<file path="config.mk">
export PLATFORM = sky130hd
export DESIGN_NAME = siu_status_interrupt_unit
export DESIGN_NICKNAME = d
export VERILOG_FILES = /design/src/logic/siu_pkg.sv /design/src/logic/siu_status_interrupt_unit.sv
export SDC_FILE = /design/constraint.sdc
export NUM_CORES = 1
export LEC_CHECK = 0
export BUFFER_PORTS_ARGS = -buffer_cell sky130_fd_sc_hd__buf_2
export CORE_UTILIZATION = 52
export DETAILED_ROUTE_END_ITERATION = 8
export GPL_TIMING_DRIVEN = 1
export PLACE_DENSITY = 0.76
export SLEW_MARGIN = 20
export SYNTH_ARGS = -nofsm -noshare
export SYNTH_HDL_FRONTEND = slang
export SYNTH_SLANG_ARGS = --single-unit
</file>
<file path="constraint.sdc">
create_clock -name i_ref_clk -period 1.85 [get_ports i_ref_clk]
set_input_delay 0 -clock i_ref_clk [delete_from_list [all_inputs] [get_ports i_ref_clk]]
set_output_delay 0 -clock i_ref_clk [all_outputs]
set_load 0.03 [all_outputs]
</file>
<file path="src/logic/siu_pkg.sv">
// package: register map, field layout, reset values and timing for the status interrupt unit
`default_nettype none
package siu_pkg;

    // ********************************************************
    // register map (6-bit register address, 16-bit data)
    // ********************************************************
    localparam int          ADDR_W          = 6;
    localparam int          DATA_W          = 16;
    localparam int          GEN_W           = 16;
    localparam int          FLT_W           = 16;
    localparam logic [5:0]  ADDR_CONFIG     = 6'h02;
    localparam logic [5:0]  ADDR_FLT_RESP   = 6'h10;
    localparam logic [5:0]  ADDR_FLT_MASK   = 6'h1D;
    localparam logic [5:0]  ADDR_GEN_MASK   = 6'h1E;
    localparam logic [5:0]  ADDR_GENERAL_STATUS_REG = 6'h20;
    localparam logic [5:0]  ADDR_FLT_STATUS = 6'h21;

    // ********************************************************
    // field positions and reset values
    // ********************************************************
    localparam int          CFG_LVL_BIT     = 0;
    localparam int          CFG_POL_BIT     = 1;
    localparam int          CFG_PIN_EN_BIT  = 2;
    localparam int          CFG_W           = 3;
    localparam logic [2:0]  CFG_RESET       = 3'h1;
    localparam logic [15:0] MASK_RESET      = 16'hFFFF;
    localparam logic [15:0] FLT_RESP_RESET  = 16'h8020;
    localparam int          REF_SET_LSB     = 0;
    localparam int          REF_SET_W       = 2;
    localparam int          REF_FLT_BIT     = 0;

    // ********************************************************
    // timing: one internal oscillator period expressed in ref clocks
    // ********************************************************
    localparam int          CLK_PERIOD_NS   = 50;
    localparam int          INT_PERIOD_NS   = 813;
    localparam int          INT_PERIOD_CYC  = (INT_PERIOD_NS + CLK_PERIOD_NS - 1) / CLK_PERIOD_NS;
    localparam int          DIV_W           = 5;
    localparam logic [4:0]  DIV_LAST        = 5'(INT_PERIOD_CYC - 1);

    // ********************************************************
    // carriers
    // ********************************************************
    typedef struct packed {
        logic [ADDR_W-1:0] addr;
        logic [DATA_W-1:0] wdata;
        logic              wr;
        logic              rd;
    } siu_bus_req_t;

    typedef struct packed {
        logic       pin_en;
        logic       active_high;
        logic       level_sel;
    } siu_cfg_t;

    typedef struct packed {
        logic [GEN_W-1:0]     gen_mask;
        logic [FLT_W-1:0]     flt_mask;
        logic [GEN_W-1:0]     gen_sticky;
        logic [FLT_W-1:0]     flt_sticky;
        logic [GEN_W-1:0]     gen_prev;
        logic [FLT_W-1:0]     flt_prev;
        siu_cfg_t             cfg;
        logic [DATA_W-1:0]    resp;
        logic [DATA_W-1:0]    rdata;
        logic [DIV_W-1:0]     div_cnt;
        logic                 pend;
        logic                 pulse;
        logic [REF_SET_W-1:0] ref_act;
    } siu_state_t;

endpackage
`default_nettype wire

</file>
<file path="src/logic/siu_status_interrupt_unit.sv">
// module: status interrupt unit with sticky status, masks, edge or level interrupt pin and alarm pin
//
// Overview of operation
// RULE_01 - Interrupts come only from the general status register and the fault status register, each with its own mask.
// RULE_02 - A mask bit of 1 blocks its status bit from the interrupt, a 0 lets it through.
// RULE_03 - Both mask registers reset to all ones so nothing interrupts until software unmasks it.
// RULE_04 - Reading a status register clears sticky bits whose condition has gone and keeps those still present.
// RULE_05 - The level-select bit picks level signalling when 1 (its reset value) and edge signalling when 0.
// RULE_06 - In edge mode each qualifying event gives a pulse one internal oscillator period wide; the code merges close events, stretching a running pulse.
// RULE_07 - In level mode the interrupt stays asserted until the condition is gone and the status is read.
// RULE_08 - The polarity bit makes the interrupt pin active high when 1 and active low when 0.
// RULE_09 - The edge path adds up to one internal clock period of latency, the level path is combinational.
// RULE_10 - Each status bit makes a one-shot event on assertion that drives the edge interrupt.
// RULE_11 - The general and fault interrupts are each the OR of their own register's unmasked status bits.
// RULE_12 - In level mode unmasking an already set sticky bit asserts the interrupt at once.
// RULE_13 - In edge mode only an event after unmasking raises an interrupt, not an older sticky bit.
// RULE_14 - Every interrupt is held in a status register, drives the pin when enabled and fault ones drive the alarm pin.
// RULE_15 - An invalid reference sets a fault bit and the output response follows the reference-fault setting at 10h.
// RULE_16 - Fault output actions use fault status and the response setting only, never the fault mask.
// RULE_17 - A status read in the same cycle as a new assertion keeps that bit set.
//
// Added by the designer: the register offsets and the strobed register port.
`timescale 1ns/1ps
`default_nettype none
module siu_status_interrupt_unit (
    input  wire logic                                    i_ref_clk,
    input  wire logic                                    i_rst_n,
    input  wire siu_pkg::siu_bus_req_t                   i_bus,
    output logic [siu_pkg::DATA_W-1:0]                   o_rdata,
    input  wire logic [siu_pkg::GEN_W-1:0]               i_gen_cond,
    input  wire logic [siu_pkg::FLT_W-1:0]               i_flt_cond,
    input  wire logic                                    i_ref_invalid,
    output logic                                         o_irq_pin,
    output logic                                         o_irq_oe,
    output logic                                         o_alarm_n,
    output logic                                         o_int,
    output logic [siu_pkg::REF_SET_W-1:0]                o_ref_fault_action
);

    // ********************************************************
    // helpers
    // ********************************************************

    // next sticky value: a live condition or a fresh event always wins over a clear
    function automatic logic [15:0] sticky_next(
        input logic [15:0] cur,
        input logic [15:0] cond,
        input logic [15:0] clr
    );
        sticky_next = (cur & ~clr) | cond; // RULE_04 RULE_17
    endfunction

    // any unmasked bit set
    function automatic logic any_unmasked(
        input logic [15:0] bits,
        input logic [15:0] mask
    );
        any_unmasked = |(bits & ~mask); // RULE_02 RULE_11
    endfunction

    // ********************************************************
    // state
    // ********************************************************
    siu_pkg::siu_state_t st_ff;
    siu_pkg::siu_state_t nxt_st;

    logic [siu_pkg::FLT_W-1:0] flt_cond;
    logic [siu_pkg::GEN_W-1:0] gen_event;
    logic [siu_pkg::FLT_W-1:0] flt_event;
    logic                      new_event;
    logic                      tick;
    logic                      general_interrupt_or;
    logic                      flt_irq;
    logic                      level_act;
    logic                      irq_act;
    logic                      rd_gen;
    logic                      rd_flt;

    // the reference monitor feeds the reference fault bit alongside its own condition
    always_comb begin
        flt_cond                       = i_flt_cond;
        flt_cond[siu_pkg::REF_FLT_BIT] = i_flt_cond[siu_pkg::REF_FLT_BIT] | i_ref_invalid; // RULE_15
    end

    // one-shot events on assertion, so simultaneous events never hide each other
    assign gen_event = i_gen_cond & ~st_ff.gen_prev; // RULE_10
    assign flt_event = flt_cond & ~st_ff.flt_prev;   // RULE_10

    // only events whose mask is open now count, an older sticky bit does not
    assign new_event = any_unmasked(gen_event, st_ff.gen_mask) | any_unmasked(flt_event, st_ff.flt_mask); // RULE_13

    // internal oscillator period tick from the reference clock divider
    assign tick = (st_ff.div_cnt == siu_pkg::DIV_LAST);

    assign rd_gen = i_bus.rd & (i_bus.addr == siu_pkg::ADDR_GENERAL_STATUS_REG);
    assign rd_flt = i_bus.rd & (i_bus.addr == siu_pkg::ADDR_FLT_STATUS);

    // ********************************************************
    // next state
    // ********************************************************
    always_comb begin
        logic [15:0] gen_clr;
        logic [15:0] flt_clr;
        gen_clr = '0;
        flt_clr = '0;
        nxt_st  = st_ff;

        // register writes; status bits also clear on a written one
        if (i_bus.wr) begin
            case (i_bus.addr)
                siu_pkg::ADDR_CONFIG: begin
                    nxt_st.cfg = siu_pkg::siu_cfg_t'(i_bus.wdata[siu_pkg::CFG_W-1:0]); // RULE_05 RULE_08
                end
                siu_pkg::ADDR_FLT_RESP: begin
                    nxt_st.resp = i_bus.wdata;
                end
                siu_pkg::ADDR_FLT_MASK: begin
                    nxt_st.flt_mask = i_bus.wdata; // RULE_01
                end
                siu_pkg::ADDR_GEN_MASK: begin
                    nxt_st.gen_mask = i_bus.wdata; // RULE_01
                end
                siu_pkg::ADDR_GENERAL_STATUS_REG: begin
                    gen_clr = i_bus.wdata;
                end
                siu_pkg::ADDR_FLT_STATUS: begin
                    flt_clr = i_bus.wdata;
                end
                default: begin
                    gen_clr = '0;
                end
            endcase
        end

        // reads clear every sticky bit whose condition has ended
        if (rd_gen) begin
            gen_clr = '1; // RULE_04
        end
        if (rd_flt) begin
            flt_clr = '1; // RULE_04
        end

        nxt_st.gen_sticky = sticky_next(st_ff.gen_sticky, i_gen_cond, gen_clr); // RULE_14 RULE_17
        nxt_st.flt_sticky = sticky_next(st_ff.flt_sticky, flt_cond, flt_clr);   // RULE_14 RULE_17
        nxt_st.gen_prev   = i_gen_cond;
        nxt_st.flt_prev   = flt_cond;

        // read data stands for exactly the cycle after the strobe; unmapped reads return zero
        nxt_st.rdata = '0;
        if (i_bus.rd) begin
            case (i_bus.addr)
                siu_pkg::ADDR_CONFIG:     nxt_st.rdata = {13'h0000, st_ff.cfg};
                siu_pkg::ADDR_FLT_RESP:   nxt_st.rdata = st_ff.resp;
                siu_pkg::ADDR_FLT_MASK:   nxt_st.rdata = st_ff.flt_mask;
                siu_pkg::ADDR_GEN_MASK:   nxt_st.rdata = st_ff.gen_mask;
                siu_pkg::ADDR_GENERAL_STATUS_REG: nxt_st.rdata = st_ff.gen_sticky;
                siu_pkg::ADDR_FLT_STATUS: nxt_st.rdata = st_ff.flt_sticky;
                default:                  nxt_st.rdata = '0;
            endcase
        end

        // divider for the internal clock period
        if (tick) begin
            nxt_st.div_cnt = '0;
        end else begin
            nxt_st.div_cnt = st_ff.div_cnt + 5'h01;
        end

        // edge path: events wait for the next internal tick, then the pulse stands one period
        // a pulse already running absorbs events of its own period, a limitation the host must accept
        if (tick) begin
            nxt_st.pulse = st_ff.pend | new_event; // RULE_06 RULE_09
            nxt_st.pend  = 1'b0;
        end else if (new_event) begin
            nxt_st.pend  = 1'b1; // RULE_09
        end

        // fault action follows fault status and the response setting, never the mask
        if (nxt_st.flt_sticky[siu_pkg::REF_FLT_BIT]) begin
            nxt_st.ref_act = nxt_st.resp[siu_pkg::REF_SET_LSB +: siu_pkg::REF_SET_W]; // RULE_15 RULE_16
        end else begin
            nxt_st.ref_act = '0; // RULE_16
        end
    end

    // ********************************************************
    // state register
    // ********************************************************

    // masks come up closed so nothing fires before software opens them
    always_ff @(posedge i_ref_clk or negedge i_rst_n) begin
        if (!i_rst_n) begin
            st_ff            <= '0;
            st_ff.gen_mask   <= siu_pkg::MASK_RESET; // RULE_03
            st_ff.flt_mask   <= siu_pkg::MASK_RESET; // RULE_03
            st_ff.cfg        <= siu_pkg::siu_cfg_t'(siu_pkg::CFG_RESET); // RULE_05
            st_ff.resp       <= siu_pkg::FLT_RESP_RESET;
        end else begin
            st_ff <= nxt_st;
        end
    end

    // ********************************************************
    // outputs
    // ********************************************************

    // level path is purely combinational from the sticky bits, so unmasking acts at once
    assign general_interrupt_or   = any_unmasked(st_ff.gen_sticky, st_ff.gen_mask); // RULE_11
    assign flt_irq   = any_unmasked(st_ff.flt_sticky, st_ff.flt_mask); // RULE_11
    assign level_act = general_interrupt_or | flt_irq;                                // RULE_07 RULE_12
    assign irq_act   = st_ff.cfg.level_sel ? level_act : st_ff.pulse;    // RULE_05

    assign o_irq_pin          = st_ff.cfg.active_high ? irq_act : ~irq_act; // RULE_08
    assign o_irq_oe           = st_ff.cfg.pin_en;                           // RULE_14
    assign o_alarm_n          = ~flt_irq;                                   // RULE_14
    assign o_int              = level_act;
    assign o_rdata            = st_ff.rdata;
    assign o_ref_fault_action = st_ff.ref_act;
endmodule
`default_nettype wire

</file>
==> implementation parameters, run 1 <==
Parameter                              Value

Clocking
  Clock buffer depth    2
  Maximum level of the CTS H-tree    4
  CTS Buf Count    17
  Clock tree from TritonCTS    yes
  Root buffer cell    clkbuf_16
  Clock transition at path regs    0.06 ns
  Clock latency reported for the late side of the worst-skew pair    0.42 ns
  Total clock sinks    140

Yosys
  Primary flip-flop cell chosen by synthesis mapping    dfrtp_1
  Count of flip-flops with a built-in enable after synthesis    0
  Share of synthesized flip-flops with an asynchronous set or reset    100%
  Post-Syn Instances    514
  Sequential-to-total area share from yosys stat    57.1%
  Mean instance size in the synthesized netlist    12.1 µm²
  Synth cell types    42
  Number of warnings issued by yosys    0
  Area of the mapped netlist    0.00621 mm²
  Post-Syn Nets    575
  Post-synthesis register bit count    140

Routing
  Overall routed net length    18100 µm
  Via count normalized by instance count    6.07
  Via count    4973
  First DRT Iteration DRCs    520
  Post-detailed-route count of antenna-violating nets    0
  First-pass detailed-route iteration total    8
  Detailed-route wire length per cell    22.1 µm
  Number of remaining DRC errors    8

Die
  Width of the chip    111 µm
  Row count    39
  Floorplan die height    111 µm
  Core area    0.0115 mm²
  Initial core utilization    54.0%
  Number of I/O pins    81
  Die footprint    0.0124 mm²

Power
  Peak supply drop    0.000776 V
  Switching power of the nets    1.84 mW
  Sw frac    23.8%
  Internal Pwr Total    5.88 mW
  Share of total power in sequential cells    45.4%
  Comb power frac    11.7%
  Clock network fraction of total power    42.9%
  Power density cells    930 mW/mm²
  Leakage Power    3.62 nW

Global routing
  First-pass GRT wire length    27800 µm
  Remaining Overflow, GRT    0
  All-layer global routing usage    30.3%
  Number of global-route vias before repair    5199
  Largest net degree at the start of global routing    54
  Initial antenna violation count    0

Worst setup path
  Worst Path Arrival    2.15 ns
  Critical path type    reg2out
  Highest fanout seen on the critical path    2
  Required time of the worst setup path    1.85 ns
  Crit start category    register
  Critical path endpoint category    output pin

Cells and area
  Cell area after layout    0.00830 mm²
  Share of cells above drive strength 1    39.6%
  Layout overhead on the synthesized area    33.6%
  ANT cells    0
  Net total in the final layout    724
  Commonest cells after routing, fill and taps aside    105 x dfrtp_1, 76 x buf_2, 50 x dlygate4sd3_1
  Utilization of the core after routing    72.1%
  Leading cell type in the layout, fill and taps excluded    dfrtp_1

Placed design
  Instance area at placement    0.00684 mm²
  Port Buf Inserts    80
  GPL Wtd Cong    0.881
  Final HPWL from detailed placement    11200 µm

STA
  Actual transition at the worst max-transition pin    0.543 ns
  Fin. Hold Viols    0
  Sum of negative setup slack    -1.03 ns
  Peak clock frequency supported by timing    466 MHz
  Final critical-path setup slack    -0.298 ns
  Count of final max-slew check failures    0
  Min Clock Period, post-route    2.15 ns
  Total of endpoints with negative setup slack in the final report    5
  Clk_skew    0.00488 ns
  Portion of the clock cycle consumed by the worst path in the final layout    116%
  Unrepaired setup endpoints after global routing    yes
  Final hold slack    0.102 ns
  Normalized max-slew margin    63.7%

Outcome
  Failing checks    design-rule violations, negative setup slack
  Result of the run    complete, but fails checks

Run
  Max Cap Violations    0

Hold path
  Hold WC Path Type    in2async
layer usage:
| metal | part of all wire, % | GRT usage, % | vias up |
|---|---|---|---|
| li1 | - | - | 2127 |
| met1 | 40 | 38.5 | 2475 |
| met2 | 47 | 47.5 | 303 |
| met3 | 9.2 | 8.15 | 68 |
| met4 | 3.7 | 16.1 | 0 |
| met5 | 0 | 0 | - |
cells by family (layout without fill, tap and decap cells):
logic type	after synthesis	in the layout	synth area share (%)
AO/OA/AOI/OAI	119	119	12.4
AND/OR/NAND/NOR	137	137	13.9
XOR/XNOR	3	3	0.423
flip-flops	140	140	57.1
multiplexers	63	63	11.4
buffers and inverters	50	212	4.37
adder cells (fa/ha/maj)	2	2	0.403
worst max-delay path: stages (launching register included):
cell,delay (ns)
dfstp_2,0.54
buf_6,0.10
nand2b_4,0.12
o2111ai_2,0.11
nor4_2,0.28
buf_4,0.17
a31oi_4,0.10
xnor2_2,0.16
buf_6,0.15
state kept, by name, indices dropped and copies added (netlist names):
register            cells
st_ff                 121
o_rdata                16
o_ref_fault_action      2
o_irq_oe                1
final timing paths:
check	start	end	slack (ns)	cells after the start
max in group asynchronous	i_rst_n	st_ff[30]$_DFFE_PN1P_	1.03	3
min in group i_ref_clk	i_bus[18]	st_ff[28]$_DFFE_PN0P_	0.14	4
worst max-delay path	st_ff[128]$_DFFE_PN1P_	o_irq_pin	-0.30	8
worst min register to register	st_ff[4]$_DFF_PN0_	st_ff[4]$_DFF_PN0_	0.49	1
worst min-delay path	i_rst_n	st_ff[71]$_DFF_PN0_	0.10	2
worst max register to register	st_ff[128]$_DFFE_PN1P_	st_ff[2]$_DFFE_PN0N_	-0.19	6
cells in the mapped netlist (11+ instances only):
library cell | instances | area share [%]
a22oi_1 | 32 | 3.9
dfrtp_1 | 105 | 42
o21ai_0 | 35 | 2.8
nand2b_1 | 58 | 5.8
nand2_1 | 11 | 0.66
mux2_2 | 38 | 6.9
inv_1 | 14 | 0.85
clkbuf_1 | 11 | 0.66
nor2_1 | 15 | 0.91
mux2_1 | 25 | 4.5
buf_4 | 19 | 2.3
dfstp_2 | 35 | 15
nor3b_1 | 26 | 3.1
a21oi_1 | 25 | 2.0
power by group through the flow:
stage | clock network (mW) | registers, mW | logic, mW
3_5_place_dp | 0 | 3.52 | 0.670
4_1_cts | 3.33 | 3.48 | 0.840
3_3_place_gp | 0 | 3.51 | 0.651
5_1_grt | 3.48 | 3.52 | 0.957
2_1_floorplan | 0 | 3.49 | 0.350
6_report | 3.31 | 3.50 | 0.900
per-stage QoR:
stage / cells / setup slack, ns / total power [mW]
global placement: 727 / -0.0449 / 4.17
floorplan: 514 / -0.0816 / 3.84
finish: 819 / -0.298 / 7.72
CTS: 815 / -0.276 / 7.66
global route: 819 / -0.406 / 7.96
detailed placement: 727 / -0.161 / 4.19
repair_timing:
action | 4_1_cts | 5_1_grt
pin swaps | 6 | 8
cloned | 0 | 0
setup endpoints to repair | 5 | 5
setup buffers | 6 | 4
endpoints found under the hold margin | 231 | 0
gates resized for setup | 34 | 13
hold buffers | 50 | 0
layout make-up:
class	count	area [µm²]
flip-flops and latches	140	3550
fillers	772	3220
multi-input cells	324	2700
repair buffers	166	1250
clock buffers	24	482
well taps	143	179
clock inverters	8	90.1
inverters	14	52.6
(Power assumes the default switching activity.)
==> run 2, diff against run 1 <==
--- a/config.mk
+++ b/config.mk
@@ -6,10 +6,12 @@
 export NUM_CORES = 1
 export LEC_CHECK = 0
 export BUFFER_PORTS_ARGS = -buffer_cell sky130_fd_sc_hd__buf_2
-export CORE_UTILIZATION = 52
+export CELL_PAD_IN_SITES_DETAIL_PLACEMENT = 1
+export CELL_PAD_IN_SITES_GLOBAL_PLACEMENT = 1
+export CORE_UTILIZATION = 50
 export DETAILED_ROUTE_END_ITERATION = 8
 export GPL_TIMING_DRIVEN = 1
-export PLACE_DENSITY = 0.76
+export PLACE_DENSITY_LB_ADDON = 0.1
 export SLEW_MARGIN = 20
 export SYNTH_ARGS = -nofsm -noshare
 export SYNTH_HDL_FRONTEND = slang
==> constraint.sdc (replaced) <==
create_clock -name i_ref_clk -period 2.5 [get_ports i_ref_clk]
set_input_delay 0 -clock i_ref_clk [delete_from_list [all_inputs] [get_ports i_ref_clk]]
set_output_delay 0 -clock i_ref_clk [all_outputs]
set_load 0.03 [all_outputs]
==> implementation parameters, run 2 (synthesized netlist as in run 1, its figures left out) <==
Parameter                              Value

Clocking
  Setup fix buffers added after clock tree synthesis    0 (-6)
  Clock latency reported for the late side of the worst-skew pair    0.42 ns (about the same)
  Total clock sinks    140 (unchanged)
  Root buffer cell    clkbuf_16
  Maximum level of the CTS H-tree    4 (unchanged)
  Clock buffer depth    2 (unchanged)
  Clock tree from TritonCTS    yes
  Clock transition at path regs    0.06 ns (about the same)
  CTS Buf Count    17 (unchanged)

Worst setup path
  Highest fanout seen on the critical path    4 (+2)
  Required time of the worst setup path    2.50 ns (+0.65 ns)
  Crit start category    register
  Critical path type    reg2out
  Worst Path Arrival    2.36 ns (+0.21 ns)
  Critical path endpoint category    output pin

Power
  Clock network fraction of total power    44.0% (+1.1 points)
  Comb power frac    9.7% (-2.0 points)
  Switching power of the nets    1.33 mW (-28%)
  Leakage Power    3.42 nW (-5.5%)
  Total chip power    5.61 mW (-27%)
  Share of total power in sequential cells    46.3% (+0.9 points)
  Peak supply drop    0.000716 V (-7.8%)
  Sw frac    23.7% (-0.15 points)
  Internal Pwr Total    4.29 mW (-27%)
  Power density cells    712 mW/mm² (-23%)

STA
  Final critical-path setup slack    0.143 ns (+0.440 ns)
  Final hold slack    0.143 ns (+0.0413 ns)
  Portion of the clock cycle consumed by the worst path in the final layout    94.3%
  Count of final max-slew check failures    0 (unchanged)
  Unrepaired setup endpoints after global routing    no
  Min Clock Period, post-route    2.36 ns
  Total of endpoints with negative setup slack in the final report    0 (-5)
  Actual transition at the worst max-transition pin    0.935 ns (+0.392 ns)
  Sum of negative setup slack    0 ns (+1.03 ns)
  Fin. Hold Viols    0 (unchanged)
  Peak clock frequency supported by timing    424 MHz
  Clk_skew    0.00582 ns (+0.000949 ns)
  Normalized max-slew margin    37.7% (-26 points)

Die
  Core area    0.0121 mm² (+4.7%)
  Width of the chip    113 µm (+1.9%)
  Row count    40 (+2.6%)
  Number of I/O pins    81 (unchanged)
  Die footprint    0.0129 mm² (+3.9%)
  Floorplan die height    113 µm (+1.9%)
  Initial core utilization    51.5% (-2.4 points)

Cells and area
  Leading cell type in the layout, fill and taps excluded    dfrtp_1
  Largest Register    st_ff
  Utilization of the core after routing    65.4% (-6.7 points)
  Number of flip-flops under the largest register name    121 (unchanged)
  Filler Cell Count    1229 (+59%)
  Share of cells above drive strength 1    34.2% (-5.5 points)
  Net total in the final layout    710 (-1.9%)
  ANT cells    0 (unchanged)
  Final cell count without fillers    829 (+1.2%)
  Cell area after layout    0.00788 mm² (-5.0%)
  Layout overhead on the synthesized area    26.9%
  Commonest cells after routing, fill and taps aside    105 x dfrtp_1, 79 x buf_2, 58 x nand2b_1

Routing
  Post-detailed-route count of antenna-violating nets    0 (unchanged)
  Detailed-route wire length per cell    23.3 µm (+5.5%)
  Number of remaining DRC errors    0 (-8)
  Via count    4735 (-4.8%)
  Via count normalized by instance count    5.71 (-5.9%)
  First-pass detailed-route iteration total    4 (-4)
  Overall routed net length    19300 µm (+6.7%)
  First DRT Iteration DRCs    331 (-36%)

Global routing
  Largest net degree at the start of global routing    76 (+41%)
  Initial antenna violation count    0 (unchanged)
  First-pass GRT wire length    30600 µm (+10%)
  Remaining Overflow, GRT    0 (unchanged)
  Number of global-route vias before repair    5451 (+4.8%)
  All-layer global routing usage    33.0% (+2.7 points)

Placed design
  Final HPWL from detailed placement    12800 µm (+14%)
  Pre-CTS WS    0.334 ns (+0.495 ns)
  Instance area at placement    0.00680 mm² (-0.59%)
  GPL Wtd Cong    0.830 (-5.8%)
  Port Buf Inserts    80 (unchanged)
  Number of cells in the design after placement    748 (+2.9%)

Hold path
  Hold WC Path Type    in2reg

Outcome
  Result of the run    completed

Run
  Max Cap Violations    0 (unchanged)
-- run 2: path summary, 6_finish.rpt --
check / to / startpoint / slack [ns] / depth (start not counted)
max: o_irq_pin / st_ff[127]$_DFFE_PN1P_ / 0.14 / 7
min: o_rdata[0]$_DFF_PN0_ / i_bus[0] / 0.14 / 3
max reg2reg: st_ff[2]$_DFFE_PN0N_ / st_ff[127]$_DFFE_PN1P_ / 0.24 / 5
min reg2reg: st_ff[4]$_DFF_PN0_ / st_ff[4]$_DFF_PN0_ / 0.49 / 1
max in group asynchronous: st_ff[129]$_DFFE_PN1P_ / i_rst_n / 1.44 / 3
min in group asynchronous: o_rdata[8]$_DFF_PN0_ / i_rst_n / 0.16 / 2
-- run 2: final cells by class --
class	count	area, µm²	area share (%)
sequential	140	3550	45.0
inverter	14	52.6	0.667
tap	168	210	2.67
timing repair buffer	152	1070	13.6
clock inverter	8	90.1	1.14
multi-input combinational	324	2420	30.7
clock buffer	23	488	6.19
-- run 2: routing by layer --
| metal | part of all wire (%) | global-route usage (%) |
|---|---|---|
| met5 | 0 | 0 |
| met4 | 1.4 | 10.7 |
| met3 | 6.4 | 10.4 |
| met2 | 49 | 53.3 |
| met1 | 43 | 42.4 |
-- run 2: timing repair --
| item | in CTS | in global routing |
|---|---|---|
| hold buffers | 50 | 0 |
| resized for setup | 0 | 1 |
| endpoints found under the hold margin | 171 | 0 |
| endpoints found under the setup margin | 0 | 1 |
-- run 2: critical path: stages (launching register included) --
cell and delay (ns):
dfstp_2 0.57, nand2b_1 0.14, o2111ai_1 0.20, nor4_2 0.34
buf_4 0.16, a31oi_1 0.13, xnor2_1 0.18, buf_2 0.22
-- run 2: power groups by stage --
stage,Sequential [mW],Clock (mW),Combinational (mW)
6_report,2.60,2.47,0.544
5_1_grt,2.61,2.58,0.590
4_1_cts,2.59,2.50,0.542
3_5_place_dp,2.62,0,0.476
3_3_place_gp,2.62,0,0.458
2_1_floorplan,2.58,0,0.258
